===== config.mk =====
export PLATFORM = sky130hd
export DESIGN_NAME = sigma_delta_conversion_sequencer
export DESIGN_NICKNAME = d
export VERILOG_FILES = /design/src/sdc_pkg.sv /design/src/sdc_shift_if.sv /design/src/sdc_word_shifter.sv /design/src/sigma_delta_conversion_sequencer.sv
export VERILOG_INCLUDE_DIRS = /design/src
export SDC_FILE = /design/constraint.sdc
export NUM_CORES = 1
export LEC_CHECK = 0
export ABC_AREA = 1
export BUFFER_PORTS_ARGS = -buffer_cell sky130_fd_sc_hd__buf_2
export CAP_MARGIN = 20
export CORE_ASPECT_RATIO = 1.5
export CORE_MARGIN = 4
export CORE_UTILIZATION = 40
export DETAILED_ROUTE_END_ITERATION = 6
export PLACE_DENSITY_LB_ADDON = 0.3
export SLEW_MARGIN = 20
export SYNTH_ARGS = -nofsm -noshare
export SYNTH_HDL_FRONTEND = slang
export SYNTH_SLANG_ARGS = --single-unit

===== constraint.sdc =====
create_clock -name clk -period 2.6 [get_ports clk]
set_input_delay 0.26 -clock clk [delete_from_list [all_inputs] [get_ports clk]]
set_output_delay 0.26 -clock clk [all_outputs]
set_load 0.05 [all_outputs]

===== src/sdc_defs.svh =====
// constants for the conversion sequencer: offsets, fields, resets, timing
`ifndef SDC_DEFS_SVH
`define SDC_DEFS_SVH

// clock and documented times, each in nanoseconds
`define SDC_CLK_PERIOD_NS     5
`define SDC_CONV_PERIOD_NS    8000000
`define SDC_SETTLE_NS         24000000
`define SDC_OSC_START_NS      1000000
`define SDC_PRE_UPDATE_NS     1000

// output word layout
`define SDC_RESULT_W          12
`define SDC_WORD_W            24
`define SDC_PAD_BITS          4'h0
`define SDC_PATTERN           3'h5
// identity value is arbitrary, chosen only to be non-zero
`define SDC_IDENTITY          2'h2

// register byte offsets
`define SDC_REG_STATUS        8'h00
`define SDC_REG_MASK          8'h04
`define SDC_REG_RESULT        8'h08
`define SDC_REG_STATE         8'h0C

// status bit positions
`define SDC_ST_NEW            0
`define SDC_ST_READ           1
`define SDC_ST_OVERRUN        2
`define SDC_ST_RANGE          3

// reset values
`define SDC_STATUS_RST        4'h0
`define SDC_MASK_RST          4'h0
`define SDC_RESULT_RST        12'h800

`endif


===== src/sdc_pkg.sv =====
// types shared by the conversion sequencer files
`default_nettype none
package sdc_pkg;
  // sequencer phases after the power-down pin
  typedef enum logic [1:0] {ST_OFF, ST_OSC_WAIT, ST_CONVERT} seq_state_e;
  // one conversion code
  typedef logic [11:0] code_t;
  // one serial output word
  typedef logic [23:0] word_t;
  // interrupt event group
  typedef logic [3:0]  event_t;
endpackage
`default_nettype wire


===== src/sdc_shift_if.sv =====
// link between the sequencer and its serial word shifter
`timescale 1ns/1ps
`default_nettype none
interface sdc_shift_if;
  logic          load;      // capture a new word
  sdc_pkg::word_t word;     // word to capture
  logic          clear;     // drop any transfer in progress
  logic          sclk_fall; // filtered serial clock falling edge
  logic          sclk_rise; // filtered serial clock rising edge
  logic          bit_out;   // bit now presented
  logic          busy;      // transfer under way
  logic          done;      // pulse, whole word taken by host
  modport seq (output load, word, clear, sclk_fall, sclk_rise, input bit_out, busy, done);
  modport shifter (input load, word, clear, sclk_fall, sclk_rise, output bit_out, busy, done);
endinterface
`default_nettype wire


===== src/sdc_word_shifter.sv =====
// serial word shifter: one bit per serial clock falling edge, msb first
`timescale 1ns/1ps
`default_nettype none
`include "sdc_defs.svh"
module sdc_word_shifter (
  input  wire logic       clk,
  input  wire logic       reset_n,
  input  wire logic       clk_en,
  sdc_shift_if.shifter    sh
);
  import sdc_pkg::*;

  word_t      word_q;   // remaining bits, next one at the top
  logic [4:0] count_q;  // bits presented so far
  logic       bit_q;    // bit on the line
  logic       busy_q;   // transfer under way
  logic       done_q;   // one-cycle completion pulse

  // whole word presented, waiting for the last sampling edge
  logic       last_bit;
  assign last_bit = (count_q == 5'(`SDC_WORD_W));

  // shift engine; a load outranks a clear so a fresh word is never lost
  always_ff @(posedge clk or negedge reset_n) begin
    if (!reset_n) begin
      word_q  <= '0;
      count_q <= 5'h00;
      bit_q   <= 1'b1;
      busy_q  <= 1'b0;
      done_q  <= 1'b0;
    end else if (clk_en) begin
      done_q <= 1'b0;
      if (sh.load) begin
        // new word, transfer restarts from the msb
        word_q  <= sh.word;
        count_q <= 5'h00;
        busy_q  <= 1'b0;
      end else if (sh.clear) begin
        // interface reset, partial transfer abandoned
        count_q <= 5'h00;
        busy_q  <= 1'b0;
      end else if (sh.sclk_fall && !last_bit) begin
        // next bit goes out on the falling edge
        bit_q   <= word_q[`SDC_WORD_W-1];
        word_q  <= {word_q[`SDC_WORD_W-2:0], 1'b0};
        count_q <= count_q + 5'h01;
        busy_q  <= 1'b1;
      end else if (sh.sclk_rise && last_bit && busy_q) begin
        // host has sampled the lsb
        busy_q  <= 1'b0;
        done_q  <= 1'b1;
        count_q <= 5'h00;
      end
    end
  end

  assign sh.bit_out = bit_q;
  assign sh.busy    = busy_q;
  assign sh.done    = done_q;
endmodule // sdc_word_shifter
`default_nettype wire


===== src/sigma_delta_conversion_sequencer.sv =====
// control logic of a 12-bit sigma-delta converter: pacing, power-down, serial output
//
// Summary of operation
// - one new result every 8 ms
// - first result only after 24 ms settling
// - every conversion overwrites the result register
// - power-down stops oscillator, tristates data/ready
// - power-down pin clears all logic state; the shifter word and bit registers and pin synchronisers keep their values
// - wait 1 ms oscillator start before sampling
// - data/ready driven high until first result
// - same reset performed automatically at power-up
// - results coded as offset binary
// - code is 2^11 times (ratio plus one)
// - data/ready falls when new result available
// - 24-bit word: result, four zeros, status
// - ready returns high after read or before update
// - status pattern bits read 101
//
// Our own choices: the address map and the strobed register port.
`timescale 1ns/1ps
`default_nettype none
`include "sdc_defs.svh"
module sigma_delta_conversion_sequencer #(
  parameter int unsigned CONV_CYCLES   = `SDC_CONV_PERIOD_NS / `SDC_CLK_PERIOD_NS,
  parameter int unsigned SETTLE_CYCLES = `SDC_SETTLE_NS / `SDC_CLK_PERIOD_NS,
  parameter int unsigned OSC_CYCLES    = `SDC_OSC_START_NS / `SDC_CLK_PERIOD_NS
) (
  input  wire logic           clk,
  input  wire logic           reset_n,
  input  wire logic           clk_en,
  input  wire logic           power_down_reset_n,
  input  wire logic           sclk,
  output logic                dout_rdy_o,
  output logic                dout_rdy_oe,
  input  wire sdc_pkg::code_t filt_data,
  input  wire logic           filt_range_err,
  output logic                osc_en,
  output logic                mod_run,
  output logic                dsp_clear,
  input  wire logic [7:0]     reg_addr,
  input  wire logic [31:0]    reg_wdata,
  input  wire logic           reg_wr,
  input  wire logic           reg_rd,
  output logic [31:0]         reg_rdata,
  output logic                irq
);
  import sdc_pkg::*;

  // conversions that make up the settling time
  localparam int unsigned SETTLE_CONV = SETTLE_CYCLES / CONV_CYCLES;
  // margin before an update in which an unread result is withdrawn
  localparam int unsigned PRE_CYCLES  = `SDC_PRE_UPDATE_NS / `SDC_CLK_PERIOD_NS;
  // timer compare points at counter width
  localparam logic [22:0] CONV_LAST   = 23'(CONV_CYCLES - 1);
  localparam logic [22:0] OSC_LAST    = 23'(OSC_CYCLES - 1);
  localparam logic [22:0] PRE_POINT   = 23'(CONV_CYCLES - 1 - PRE_CYCLES);
  localparam logic [3:0]  SETTLE_LAST = 4'(SETTLE_CONV - 1);

  // two's complement filter output to offset binary
  // half scale offset
  function automatic code_t to_offset_binary(input code_t twos);
    // flipping the msb adds half scale: 2^11 * (ratio + 1)
    return {~twos[`SDC_RESULT_W-1], twos[`SDC_RESULT_W-2:0]};
  endfunction

  // ------------------------------------------------------------------
  // pin synchronisers
  // ------------------------------------------------------------------
  logic [1:0] pin_s1_q;   // first stage, read only by second stage
  logic [1:0] pin_s2_q;   // second stage
  logic [1:0] pin_s3_q;   // third stage
  logic [1:0] pin_f_q;    // filtered pin levels
  logic [1:0] pin_raw;    // {sclk, power-down pin}

  assign pin_raw = {sclk, power_down_reset_n};

  // three flops; a change counts once stages two and three agree
  always_ff @(posedge clk or negedge reset_n) begin
    if (!reset_n) begin
      // serial clock bit starts at its idle high level, power-down bit low
      pin_s1_q <= 2'h2;
      pin_s2_q <= 2'h2;
      pin_s3_q <= 2'h2;
      pin_f_q  <= 2'h2;
    end else if (clk_en) begin
      pin_s1_q <= pin_raw;
      pin_s2_q <= pin_s1_q;
      pin_s3_q <= pin_s2_q;
      for (int i = 0; i < 2; i++) begin
        if (pin_s2_q[i] == pin_s3_q[i]) begin
          pin_f_q[i] <= pin_s3_q[i];
        end
      end
    end
  end

  logic pd_run;      // power-down pin released
  logic sclk_f;      // filtered serial clock
  logic sclk_prev_q; // previous filtered serial clock
  logic sclk_fall;   // falling edge pulse
  logic sclk_rise;   // rising edge pulse

  assign pd_run = pin_f_q[0];
  assign sclk_f = pin_f_q[1];

  // serial clock edge finder; idles high so no false edge on reset
  always_ff @(posedge clk or negedge reset_n) begin
    if (!reset_n) begin
      sclk_prev_q <= 1'b1;
    end else if (clk_en) begin
      sclk_prev_q <= sclk_f;
    end
  end

  assign sclk_fall = sclk_prev_q & ~sclk_f;
  assign sclk_rise = ~sclk_prev_q & sclk_f;

  // ------------------------------------------------------------------
  // sequencer
  // ------------------------------------------------------------------
  seq_state_e  state_q;    // current phase
  logic [22:0] tmr_q;      // oscillator start and conversion timer
  logic [3:0]  conv_cnt_q; // conversions since sampling began, saturating
  logic        settled;    // settling time has elapsed
  logic        conv_tick;  // a conversion completes this cycle
  logic        present;    // this conversion is shown to the host
  logic        pre_update; // last moment before the next update

  // phase machine; the pin held low forces everything back to off
  always_ff @(posedge clk or negedge reset_n) begin
    if (!reset_n) begin
      state_q <= ST_OFF;
    end else if (clk_en) begin
      if (!pd_run) begin
        state_q <= ST_OFF;
      end else begin
        case (state_q)
          ST_OFF: begin
            state_q <= ST_OSC_WAIT;
          end
          ST_OSC_WAIT: begin
            if (tmr_q == OSC_LAST) begin
              state_q <= ST_CONVERT;
            end
          end
          ST_CONVERT: begin
            state_q <= ST_CONVERT;
          end
          default: begin
            state_q <= ST_OFF;
          end
        endcase
      end
    end
  end

  // one timer serves both the start wait and the output period
  always_ff @(posedge clk or negedge reset_n) begin
    if (!reset_n) begin
      tmr_q <= 23'h00_0000;
    end else if (clk_en) begin
      if (!pd_run || state_q == ST_OFF) begin
        tmr_q <= 23'h00_0000;
      end else if (state_q == ST_OSC_WAIT && tmr_q == OSC_LAST) begin
        // sampling starts with a fresh period
        tmr_q <= 23'h00_0000;
      end else if (state_q == ST_CONVERT && tmr_q == CONV_LAST) begin
        tmr_q <= 23'h00_0000;
      end else begin
        tmr_q <= tmr_q + 23'h00_0001;
      end
    end
  end

  assign conv_tick  = (state_q == ST_CONVERT) && (tmr_q == CONV_LAST);
  assign pre_update = (state_q == ST_CONVERT) && (tmr_q == PRE_POINT);
  assign settled    = (conv_cnt_q > SETTLE_LAST);
  assign present    = conv_tick && (conv_cnt_q >= SETTLE_LAST);

  // conversion counter, stops once settled to stay small
  always_ff @(posedge clk or negedge reset_n) begin
    if (!reset_n) begin
      conv_cnt_q <= 4'h0;
    end else if (clk_en) begin
      if (!pd_run) begin
        conv_cnt_q <= 4'h0;
      end else if (conv_tick && !settled) begin
        conv_cnt_q <= conv_cnt_q + 4'h1;
      end
    end
  end

  // ------------------------------------------------------------------
  // result register and availability
  // ------------------------------------------------------------------
  code_t result_q; // latest conversion, offset binary
  logic  err_q;    // latest conversion out of range
  logic  avail_q;  // shown result not yet read or withdrawn

  // result register, rewritten by every conversion, settled or not
  always_ff @(posedge clk or negedge reset_n) begin
    if (!reset_n) begin
      result_q <= `SDC_RESULT_RST;
      err_q    <= 1'b0;
    end else if (clk_en) begin
      if (!pd_run) begin
        result_q <= `SDC_RESULT_RST;
        err_q    <= 1'b0;
      end else if (conv_tick) begin
        result_q <= to_offset_binary(filt_data);
        err_q    <= filt_range_err;
      end
    end
  end

  sdc_shift_if sh ();

  // availability: set by a shown result, dropped by read or pre-update
  always_ff @(posedge clk or negedge reset_n) begin
    if (!reset_n) begin
      avail_q <= 1'b0;
    end else if (clk_en) begin
      if (!pd_run) begin
        avail_q <= 1'b0;
      end else if (present) begin
        avail_q <= 1'b1;
      end else if (sh.done || pre_update) begin
        avail_q <= 1'b0;
      end
    end
  end

  assign sh.word      = {to_offset_binary(filt_data), `SDC_PAD_BITS, 1'b0, 1'b0,
                         filt_range_err, `SDC_IDENTITY, `SDC_PATTERN};
  assign sh.load      = present;
  // serial interface resets at every update and when withdrawn
  assign sh.clear     = !pd_run || conv_tick || pre_update;
  // reads only count while a result is on offer
  assign sh.sclk_fall = sclk_fall && avail_q;
  assign sh.sclk_rise = sclk_rise && avail_q;

  sdc_word_shifter u_shifter (
    .clk     (clk),
    .reset_n (reset_n),
    .clk_en  (clk_en),
    .sh      (sh)
  );

  // ------------------------------------------------------------------
  // data/ready pin
  // ------------------------------------------------------------------
  logic dout_q; // registered pin level
  logic oe_q;   // registered pin enable

  // line level: data bits during a read, low while on offer, else high
  always_ff @(posedge clk or negedge reset_n) begin
    if (!reset_n) begin
      dout_q <= 1'b1;
      oe_q   <= 1'b0;
    end else if (clk_en) begin
      oe_q <= pd_run;
      if (!pd_run) begin
        dout_q <= 1'b1;
      end else if (sh.busy) begin
        dout_q <= sh.bit_out;
      end else if (avail_q && !sh.done) begin
        // low marks new data; not in the done cycle, or a false edge follows a read
        dout_q <= 1'b0;
      end else begin
        dout_q <= 1'b1;
      end
    end
  end

  assign dout_rdy_o  = dout_q;
  assign dout_rdy_oe = oe_q;

  // analog side controls follow the phase; dsp_clear follows the power-down pin
  assign osc_en    = (state_q != ST_OFF);
  assign mod_run   = (state_q == ST_CONVERT);
  assign dsp_clear = !pd_run;

  // ------------------------------------------------------------------
  // events, status, mask, register port
  // ------------------------------------------------------------------
  event_t ev;       // events this cycle
  event_t status_q; // sticky event bits
  event_t mask_q;   // interrupt enables
  logic   [31:0] rdata_q;
  logic   status_rd;

  assign ev[`SDC_ST_NEW]     = present;
  assign ev[`SDC_ST_READ]    = sh.done;
  // an unread result withdrawn counts as lost
  assign ev[`SDC_ST_OVERRUN] = pre_update && avail_q;
  assign ev[`SDC_ST_RANGE]   = present && filt_range_err;

  assign status_rd = reg_rd && (reg_addr == `SDC_REG_STATUS);

  // sticky bits; a read clears them but a new event in that cycle wins
  always_ff @(posedge clk or negedge reset_n) begin
    if (!reset_n) begin
      status_q <= `SDC_STATUS_RST;
    end else if (clk_en) begin
      // pin low clears the sticky bits too
      status_q <= !pd_run ? `SDC_STATUS_RST : (ev | (status_rd ? `SDC_STATUS_RST : status_q));
    end
  end

  // mask register, the only writable one
  always_ff @(posedge clk or negedge reset_n) begin
    if (!reset_n) begin
      mask_q <= `SDC_MASK_RST;
    end else if (clk_en) begin
      if (!pd_run) begin
        mask_q <= `SDC_MASK_RST;
      end else if (reg_wr && reg_addr == `SDC_REG_MASK) begin
        mask_q <= reg_wdata[3:0];
      end
    end
  end

  // read data one cycle after the strobe, zero for unmapped offsets
  always_ff @(posedge clk or negedge reset_n) begin
    if (!reset_n) begin
      rdata_q <= 32'h0000_0000;
    end else if (clk_en) begin
      if (!reg_rd) begin
        rdata_q <= 32'h0000_0000;
      end else if (reg_addr == `SDC_REG_STATUS) begin
        rdata_q <= {28'h000_0000, status_q};
      end else if (reg_addr == `SDC_REG_MASK) begin
        rdata_q <= {28'h000_0000, mask_q};
      end else if (reg_addr == `SDC_REG_RESULT) begin
        rdata_q <= {19'h0_0000, err_q, result_q};
      end else if (reg_addr == `SDC_REG_STATE) begin
        rdata_q <= {26'h000_0000, dout_q, oe_q, avail_q, settled, state_q};
      end else begin
        rdata_q <= 32'h0000_0000;
      end
    end
  end

  assign reg_rdata = rdata_q;
  // level interrupt while any enabled bit is set
  assign irq       = |(status_q & mask_q);
endmodule // sigma_delta_conversion_sequencer
`default_nettype wire


Yosys cells after proc, flatten, opt, wreduce, memory -nomap -nowiden
Cells that the tools add are included.
{ "classes": {"addsub": 3, "n_lt_le_gt_ge": 2, "n_eq_ne": 17, "n_mux": 42, "bitwise_logic": 9, "reduce_logical": 39} }
{ "ops": {"columns": ["operator", "n"], "rows": [
  ["$mux 24", 3],
  ["$mux 23", 3],
  ["$mux 13", 4],
  ["$eq 23x21->1 const B", 2],
  ["$mux 12", 2],
  ["$mux 4", 6],
  ["$add 23x1->23 const B", 1],
  ["$eq 23x18->1 const B", 1],
  ["$mux 5", 4],
  ["$eq 8x4->1 const B", 2],
  ["$mux 1", 16],
  ["$reduce_and 2->1", 8],
  ["$logic_and 1x1->1", 15],
  ["$eq 8x3->1 const B", 1],
  ["$logic_not 8->1", 1],
  ["$mux 6", 1],
  ["$ne 2x1->1 const B", 3],
  ["$pmux 2 s3", 1],
  ["$add 5x1->5 const B", 1],
  ["$eq 5x5->1 const B", 1],
  ["$not 1->1", 5],
  ["$add 4x1->4 const B", 1],
  ["$and 4x4->4", 1],
  ["$ge 4x2->1 const B", 1],
  ["other kinds (18)", 28]
]} }
{ "word_totals": {"register_bits": 126, "in_bits": 60, "out_inout_bits": 38} }

Longest topological paths before layout
Gate-level depths: netlist of run 1.
{ "depth": {"word_depth": 9, "depth_mapped": 12} }

Cells and area by module
From an unflattened synthesis of run 1, not the netlist that was laid out.
{ "unflattened": {"hier_cells": 780, "area_unflattened_um2": 5944.5} }
{ "by_module_without_submodules": {"columns": ["mod", "n_inst", "cells_per_inst", "area_per_inst_um2", "seq_area_each_um2"], "rows": [
  ["sigma_delta_conversion_sequencer", 1, 543, 4202.8, 1885.6],
  ["sdc_word_shifter", 1, 237, 1741.7, 802.0]
]} }

Worst setup path after synthesis of run 1
Ideal clock, no wire load.
{ "synth_timing": {"kind": "flip-flop to flip-flop", "from": "reg state_q[0]", "to": "reg u_shifter.word_q[14]", "setup_ns": 0.116, "arrival_time_ns": 1.984, "slack_ns": 0.500, "path_stages_with_launch": 13, "path_buffers": 1, "period_less_slack_ns": 2.100, "path_cell_list": "dfrtp_1 inv_1 ha_1 inv_1 nor2_1 nand2_1 nor2_1 nand3_1 nand4_2 nand2_4 buf_6 nand2_1 nand2_1"} }
{ "synth_between": {"elab_chain_len": 6, "elab_cells_between_ends": 10, "classes_between": "eq/ne: 2; mux: 1; reduce/logical: 7"} }
{ "synth_lines": {"columns": ["item", "line", "source"], "rows": [
  ["start, declared", "sigma_delta_conversion_sequencer.sv:121", "seq_state_e state_q;"],
  ["start signal, assigned", "sigma_delta_conversion_sequencer.sv:132", "state_q <= ST_OFF;"],
  ["start signal, assigned", "sigma_delta_conversion_sequencer.sv:135", "state_q <= ST_OFF;"],
  ["start signal, assigned", "sigma_delta_conversion_sequencer.sv:139", "state_q <= ST_OSC_WAIT;"],
  ["$eq 2x2->1 (*)", null, null],
  ["net mod_run", "sigma_delta_conversion_sequencer.sv:38", "output logic mod_run,"],
  ["$logic_and 1x1->1", "sigma_delta_conversion_sequencer.sv:175", "assign conv_tick = (state_q == ST_CONVERT) && (tmr_q == CONV_LAST);"],
  ["$logic_or 1x1->1 (2 in a row)", "sigma_delta_conversion_sequencer.sv:237", "assign sh.clear = !pd_run || conv_tick || pre_update;"],
  ["$ne 2x2->1 (no source line)", null, null],
  ["$reduce_and 3->1 (no source line)", null, null],
  ["end signal, assigned", "sdc_word_shifter.sv:35", "word_q <= sh.word;"],
  ["end signal, assigned", "sdc_word_shifter.sv:45", "word_q <= {word_q[`SDC_WORD_W-2:0], 1'b0};"],
  ["end, declared", "sdc_word_shifter.sv:13", "word_t word_q;"]
]} }
Mark *: on every way through the listed nets, which the timed path passes. The rest lies on a longest branch.
A chain may end at the register's enable or synchronous reset.

Final worst setup path of run 1
{ "layout_timing": {"from": "reg state_q[0]", "to": "reg u_shifter.word_q[12]"} }
{ "layout_between": {"elab_chain_len": 6, "elab_cells_between_ends": 10, "classes_between": "eq/ne: 2; mux: 1; reduce/logical: 7"} }
{ "layout_lines": {"columns": ["item", "line"], "rows": [
  ["$eq 2x2->1 (*)", "sigma_delta_conversion_sequencer.sv:175, sigma_delta_conversion_sequencer.sv:176"],
  ["$logic_and 1x1->1", "sigma_delta_conversion_sequencer.sv:175"],
  ["$logic_or 1x1->1 (2 in a row)", "sigma_delta_conversion_sequencer.sv:237"],
  ["$ne 2x2->1 (no source line)", null],
  ["$reduce_and 3->1 (no source line)", null]
]} }
Every way passes the cells marked *; elsewhere a longest branch is shown, timed or not.

==> results by stage, run 1 <==
Outcome:
- The run finished with clean final reports.

Synth:
- The most frequent cell after synthesis is nand2_1.
- By area the synthesized netlist is led by dfrtp_1, nand2_1, nand3_1.
- The share of the Yosys chip area taken by registers is 46.78%.
- In this run, synthesis produced a sequential element count of 107.
- The total of warnings raised by yosys is 0.
- The main flop type after synthesis is dfrtp_1.
- In this run the biggest area consumer among cell types represents 43.12% of the synthesized area.
- After synthesis, the most frequently instantiated cells are nand2_1, dfrtp_1, nand3_1.
- The largest total area in the synthesized netlist belongs to dfrtp_1.
- Synthesis produced 760 cells.
- The async set or reset register ratio after synthesis is 100.0%.
- The number of synthesized flops with an enable pin is 0.
- In this run the mean area of a mapped cell was 7.560 um2.
- The count of cell types in the netlist is 33.
- The cell area that synthesis handed to floorplanning was 5746 um2.

Place:
- Once detailed placement completed, the half-perimeter wirelength came to 9928 um.
- The weighted congestion at the end of routability-driven global placement is 0.8548.
- In this run, placement finished with an instance count of 993.
- The count of buffers added on input and output ports is 50.

CTS:
- The number of buffers inserted during clock tree synthesis is 9.
- The clock transition at the register clock pins on the worst setup and hold paths after CTS is 80 ps.
- The number of hold buffers added after CTS was 1.
- The maximum clock path buffer count is 2.
- Post-CTS timing repair inserted 0 buffers for setup.
- For the worst-skew pair, the clock arrives at the later sink with an insertion delay of 350 ps.
- Gates resized during post-CTS repair numbered 0.
- The count of clock tree sinks is 107.
- TritonCTS built the clock tree.
- The root buffer cell is clkbuf_16.
- In this run the number of H-tree levels came out at 3.

Worst setup path:
- The worst setup path is of the flip-flop to flip-flop kind.
- At the worst endpoint, the required time is 2890 ps.
- The kind of capture point of the worst setup path is a flip-flop.
- The critical-path maximum fanout is 11.
- The launching element type of the critical path is a flip-flop.
- Data arrives at the worst endpoint at 2400 ps.
- The length in cells of the worst reg-to-reg path is 11.

Final layout:
- The count of cells in the finished layout, fillers not included, comes to 1010.
- The final net count is 882.
- After filler insertion, the fill cell instance count of the layout stands at 1473.
- The sequential cells in the finished layout cover a total of 2688 um2.
- In the final layout, the share of cells above drive strength 1 is 12.84%.
- The antenna cell count is 0.
- Summing all multi-input logic gate instances after layout gives 2656 um2.
- Relative to the synthesized area, the layout overhead comes to 12.89%.

STA:
- The slew at the pin closest to its max-slew limit is 863.0 ps.
- Between clock sinks in the finished design, the worst skew comes to 12.21 ps.
- The aggregate negative setup slack is 0 ps.
- The final worst hold slack is 97.78 ps.
- After layout, the worst path uses 81.23% of the clock period.
- The number of endpoints with negative hold slack in the final report is 0.
- Setup repair after global routing left no endpoint under its margin.
- The achievable clock frequency is 473.5 MHz.
- The count of final setup violators is 0.
- The final count of pins violating max slew is 0.
- The worst pin sits at a relative slew slack of 42.26%.
- The time the final worst path needs with I/O delays and setup is 2112 ps.

Worst hold path:
- The type of the worst min-delay path is input port to flip-flop.
- The worst hold path passes through 2 cells.

Pwr:
- In this run the static leakage power is 3.467 nW.
- The maximum vdd drop is 278.2 uV.
- In this run the power density over the cells is 554.2 nW/um2.
- The design draws 3.595 mW.

Die:
- The floorplan step defined a die boundary enclosing 16380 um2.
- The die span in y is 154.8 um.
- The horizontal die dimension is 105.9 um.
- The core region is 14060 um2.
- Row generation in the floorplan step produced 53 rows.
- 98 I/O pins were placed.
- The starting utilization of the core area is 40.87%.

Routing:
- In the routed layout, each cell is associated on average with a via count of 4.808.
- Wires add up to 13320 um.
- For this run, design rule violations remaining after detail routing come to 0.
- The detailed router placed 4856 vias in this run.
- The first TritonRoute pass finished after 4 iterations.
- In this run, the number of DRC markers left after iteration 0 of detailed routing was 181.
- After detailed routing, the average wire length per cell comes to 13.19 um.
- The residual antenna-violating net count after detailed routing is 0.

Global route:
- Global routing used 20.35% of the available met1 tracks.
- The number of antenna violations at the first check in global routing was 0.
- Entering global routing, the biggest net connects 60 pins.
- met2 is the most crowded layer.
- The combined global-route utilization of all metal layers is 16.97%.
- For met3 alone, demand over resource in global routing was 2.213%.
- Global routing used 30.47% of the available met2 tracks.
- The via count of the first global-routing pass came to 4784.
- Global routing finished with a remaining overflow of 0.
- The first global-routing pass estimated 22600 um of wire.

Run:
- Max-cap violations in this run came to 0.
==> cell usage in the layout, fill, tap and decap left out <==
master / n
nor2_1: 61
dlygate4sd3_1: 1
ha_1: 9
nor4_2: 1
xor2_1: 12
nor2_4: 3
clkinv_4: 2
nand4_2: 1
nor3_1: 2
inv_8: 1
nand4_1: 30
nand2_4: 2
a21oi_1: 3
inv_1: 54
conb_1: 19
nor4_1: 1
nor3_2: 2
or2_2: 1
buf_2: 49
a22oi_1: 2
nand3_4: 2
buf_12: 1
clkinv_8: 1
o21ai_0: 33
xnor2_1: 6
a21o_1: 2
inv_6: 2
inv_12: 1
inv_2: 6
dfstp_2: 8
nand3_1: 65
buf_4: 13
nand2_1: 308
dfrtp_1: 99
mux2i_1: 1
clkbuf_16: 9
o211ai_1: 5
==> cell families after synthesis <==
logic type | synth area share, %
AND/OR/NAND/NOR | 35.80
other | 0.06527
adder cells (fa/ha/maj) | 1.960
multiplexers | 0.1742
flip-flops | 46.78
AO/OA/AOI/OAI | 4.312
buffers and inverters | 8.166
XOR/XNOR | 2.744
==> per-stage QoR <==
stage	utilization, %	instance area [um2]	setup WS (ps)
detailed placement	43.90	6172	503.4
global route	46.14	6486	282.8
CTS	46.14	6486	486.5
floorplan	-	5813	500.0
finish	46.14	6486	487.9
global placement	43.90	6172	504.6
==> path summary, 6_finish.rpt <==
kind | from | to | slack [ps]
max in group asynchronous | reset_n | result_q[11] | 1500
min reg2reg | pin_s1_q[1] | pin_s1_q[1] | 470
max reg2reg | state_q[0] | u_shifter.word_q[12] | 490
min | filt_data[11] | result_q[11] | 100
min in group asynchronous | reset_n | pin_s1_q[0] | 390
max | state_q[0] | u_shifter.word_q[12] | 490
==> critical path, cell delays in order (launching register included) <==
cell	delay, ps
dfrtp_1	430
inv_1	120
ha_1	310
inv_1	60
nor2_1	90
nand2_1	60
nor2_1	90
nand3_1	220
nand4_2	270
buf_4	220
nand3_1	90
nand2_1	90
==> sequential cells by signal, indices dropped and copies added (netlist names), 2 cells and up <==
register	flops
pin_s1_q	2
result_q	12
state_q	2
status_q	4
reg_rdata	13
pin_s3_q	2
pin_f_q	2
tmr_q	23
u_shifter.count_q	5
u_shifter.word_q	24
conv_cnt_q	4
pin_s2_q	2
mask_q	4
==> cell type report <==
type	instances	area share, %
clock buffer	9	3.472
clock inverter	7	1.215
inverter	60	3.472
multi-input combinational	571	40.95
sequential	107	41.44
tap	192	3.704
timing repair buffer	64	5.748
==> power breakdown <==
part           internal (mW)  switching, mW  total, mW
logic                  0.107          0.357      0.464
registers               1.71         0.0502       1.76
clock network          0.689          0.684       1.37
total                   2.50           1.09       3.59
==> per-layer routing <==
| layer | part of all wire, % | routed length, um |
|---|---|---|
| met3 | 2.6 | 349 |
| met1 | 42 | 5631 |
| met5 | 0 | 0 |
| met2 | 52 | 6952 |
| met4 | 2.9 | 385 |
No activity file was read; power rests on OpenSTA's default activity.
==> run 2, diff against run 1 <==
Clock period 2.6 ns to 2.2 ns, I/O delays scaled along.
==> results by stage, run 2 (synthesis results as in run 1) <==
Outcome:
- Status: finished clean (unchanged).

STA:
- The fraction of the cycle the final worst path needs was 92.90% (was 81.23%).
- The time the final worst path needs with I/O delays and setup is 2044 ps (was 2112 ps).
- The slew at the pin closest to its max-slew limit is 576.9 ps (was 863.0 ps).
- The worst clock skew on the final layout was 11.92 ps (was 12.21 ps).
- The aggregate negative setup slack came to 0 ps (unchanged).
- The achievable clock frequency is 489.3 MHz (was 473.5 MHz).
- The final worst hold slack is 53.11 ps (was 97.78 ps).
- The number of endpoints with negative hold slack in the final report was 0 (unchanged).
- The smallest setup slack after layout is 156.1 ps (was 487.9 ps).
- Setup repair after global routing missed its margin: no (unchanged).
- The final count of pins violating max slew is 0 (unchanged).
- The worst slew margin relative to its limit came to 61.54% (was 42.26%).
- The count of final setup violators is 0 (unchanged).

Pwr:
- The total net switching power is 1.264 mW (was 1.091 mW).
- The cell area power density came to 641.9 nW/um2 (was 554.2 nW/um2).
- The fraction of power consumed by combinational cells came to 13.9% (was 12.9%).
- The sequential cell fraction of total power is 48.9% (about the same).
- The internal power consumption is 2.946 mW (was 2.504 mW).
- The post-layout total power came to 4.210 mW (was 3.595 mW).
- The static leakage power came to 3.472 nW (was 3.467 nW).
- The relative contribution of the clock network to total power is 37.2% (was 38.2%).
- The maximum vdd drop is 341.9 uV (was 278.2 uV).
- The net switching fraction of the power came to 30.02% (was 30.34%).

Worst setup path:
- The critical-path maximum fanout is 26 (was 11).
- The delay contributed by the slowest stage of the critical path was 410 ps (was 430 ps).
- The kind of critical path was flip-flop to flip-flop (unchanged).
- CP Cell Sequence: ha_1 > nand2_1 > nor2_4 > nand3_4 > inv_2 > nand3_4 > nor2_4 > nand2_4 > nand2_8 > nand2_1 > nand2_1 (was inv_1 > ha_1 > inv_1 > nor2_1 > nand2_1 > nor2_1 > nand3_1 > nand4_2 > buf_4 > nand3_1 > nand2_1).
- The critical path buffer and inverter count was 1 (was 3).
- The startpoint of the lowest-slack register-to-register path is tmr_q[1] (was state_q[0]).
- The register-to-register setup slack came to 160 ps (was 490 ps).
- The first element of the critical path was tmr_q[1] (was state_q[0]).
- The launching element type of the critical path is a flip-flop (unchanged).
- The endpoint arrival time on the critical path is 2330 ps (was 2400 ps).
- The kind of cell with the highest combined delay on the critical path is simple AND/OR/NAND/NOR gates (unchanged).
- The slowest library cell on the worst path was dfrtp_1 (unchanged).
- The data required time at the worst endpoint is 2490 ps (was 2890 ps).
- The kind of capture point of the worst setup path is a flip-flop (unchanged).
- The critical path's most frequent cell is nand2_1.

Global route:
- The via count of the first global-routing pass is 4754 (was 4784).
- The first-pass GRT wire length is 22920 um (was 22600 um).
- The number of antenna violations at the first check in global routing is 0 (unchanged).
- The pin count of the biggest net entering global routing is 44 (was 60).
- The overflow left after global routing was 0 (unchanged).
- The combined global-route utilization of all metal layers is 17.42% (was 16.97%).

Die:
- The standard cell core area came to 14060 um2 (unchanged).
- The area enclosed by the die boundary is 16380 um2 (unchanged).
- The I/O pin count is 98 (unchanged).
- The total number of placement rows is 53 (unchanged).
- The horizontal die dimension is 105.9 um (unchanged).
- The die span in y is 154.8 um (unchanged).
- The starting utilization of the core area is 40.87% (unchanged).

CTS:
- The maximum level of the CTS H-tree is 3 (unchanged).
- The number of buffers inserted during clock tree synthesis is 9 (unchanged).
- The count of clock tree sinks came to 107 (unchanged).
- The maximum clock path buffer count came to 2 (unchanged).
- The post-CTS setup repair buffer count is 0 (unchanged).
- The clock transition at the register clock pins on the worst setup and hold paths after CTS is 80 ps (about the same).
- The clock tree from TritonCTS is yes (unchanged).
- The insertion delay of the later-clocked pin in the worst-skew pair is 350 ps (about the same).
- The root buffer cell was clkbuf_16 (unchanged).

Worst hold path:
- The type of the worst min-delay path is input port to flip-flop (unchanged).
- The critical hold path startpoint is filt_data[11] (unchanged).

Place:
- The post-place setup slack is 118.1 ps (was 503.4 ps).
- The final HPWL from detailed placement was 10270 um (was 9928 um).
- The total placed instance area is 6237 um2 (was 6172 um2).
- The number of port buffers was 50 (unchanged).
- The weighted congestion at the end of routability-driven global placement is 0.8807 (was 0.8548).

Routing:
- The total via count in the routed design is 4880 (was 4856).
- The iteration-0 DRC count of the detailed router came to 193 (was 181).
- The iteration count of the initial detailed-routing pass was 4 (unchanged).
- The count of unresolved DRC violations after routing is 0 (unchanged).
- The average vias per placed instance is 4.798 (was 4.808).
- The wire length per cell is 13.51 um (was 13.19 um).
- The overall routed net length came to 13740 um (was 13320 um).
- The residual antenna-violating net count after detailed routing is 0 (unchanged).

Final layout:
- Commonest cells after routing, fill and taps aside: nand2_1, dfrtp_1, nand3_1, nor2_1, inv_1 (unchanged).
- The post-route standard cell area excluding fillers is 6558 um2 (was 6486 um2).
- The final-layout fill cell count is 1453 (was 1473).
- The ratio of cells with drive above 1 in the final layout is 13.82% (was 12.84%).
- The antenna cell count came to 0 (unchanged).
- The area added between synthesis and finish came to 14.13% (was 12.89%).
- The final net count is 889 (was 882).
- The number of flip-flops under the largest register name came to 24 (unchanged).
- The most frequent standard cell in the layout excluding fill and tap cells is nand2_1 (unchanged).
- The register bank with the most flops is u_shifter.word_q (unchanged).

Run:
- The count of maximum capacitance violations came to 0 (unchanged).
[run 2: power groups by stage]
stage	Clock, mW	Combinational [mW]	Sequential [mW]
floorplan	0	0.398	2.11
global placement	0	0.584	2.10
detailed placement	0	0.589	2.10
CTS	1.61	0.590	2.06
global route	1.70	0.650	2.07
finish	1.57	0.584	2.06
[run 2: final timing paths]
check | endpoint | cells after the start
max in group asynchronous | sclk_prev_q | 3
setup / recovery | u_shifter.word_q[5] | 11
hold / removal | result_q[11] | 2
setup reg to reg | u_shifter.word_q[5] | 11
min in group asynchronous | u_shifter.count_q[0] | 2
hold reg to reg | pin_s1_q[1] | 2
[run 2: repair_timing]
item,in CTS,in global routing
resized for setup,0,4
hold buffers,1,0
hold endpoints to repair,37,0
endpoints found under the setup margin,0,13
[run 2: layout make-up]
cell class	instances	area, um2	share of cell area [%]
clock buffers	9	225.2	3.434
inverters	60	225.2	3.434
repair buffers	71	437.9	6.678
well taps	192	240.2	3.663
clock inverters	7	60.06	0.9159
flip-flops and latches	107	2688	40.98
multi-input cells	571	2681	40.89
[run 2: per-layer routing]
metal | part of all wire, % | GRT usage [%] | up-vias
met5 | 0 | 0 | -
li1 | - | - | 2504
met4 | 2.6 | 6.790 | 0
met3 | 2.4 | 2.088 | 25
met2 | 54 | 31.93 | 67
met1 | 41 | 20.58 | 2284
[run 2: per-stage QoR]
stage          util (%)  cells
3_5_place_dp      44.37   1000
6_report          46.64   1017
4_1_cts           46.47   1017
3_3_place_gp      44.37   1000
2_1_floorplan         -    778
5_1_grt           46.64   1017
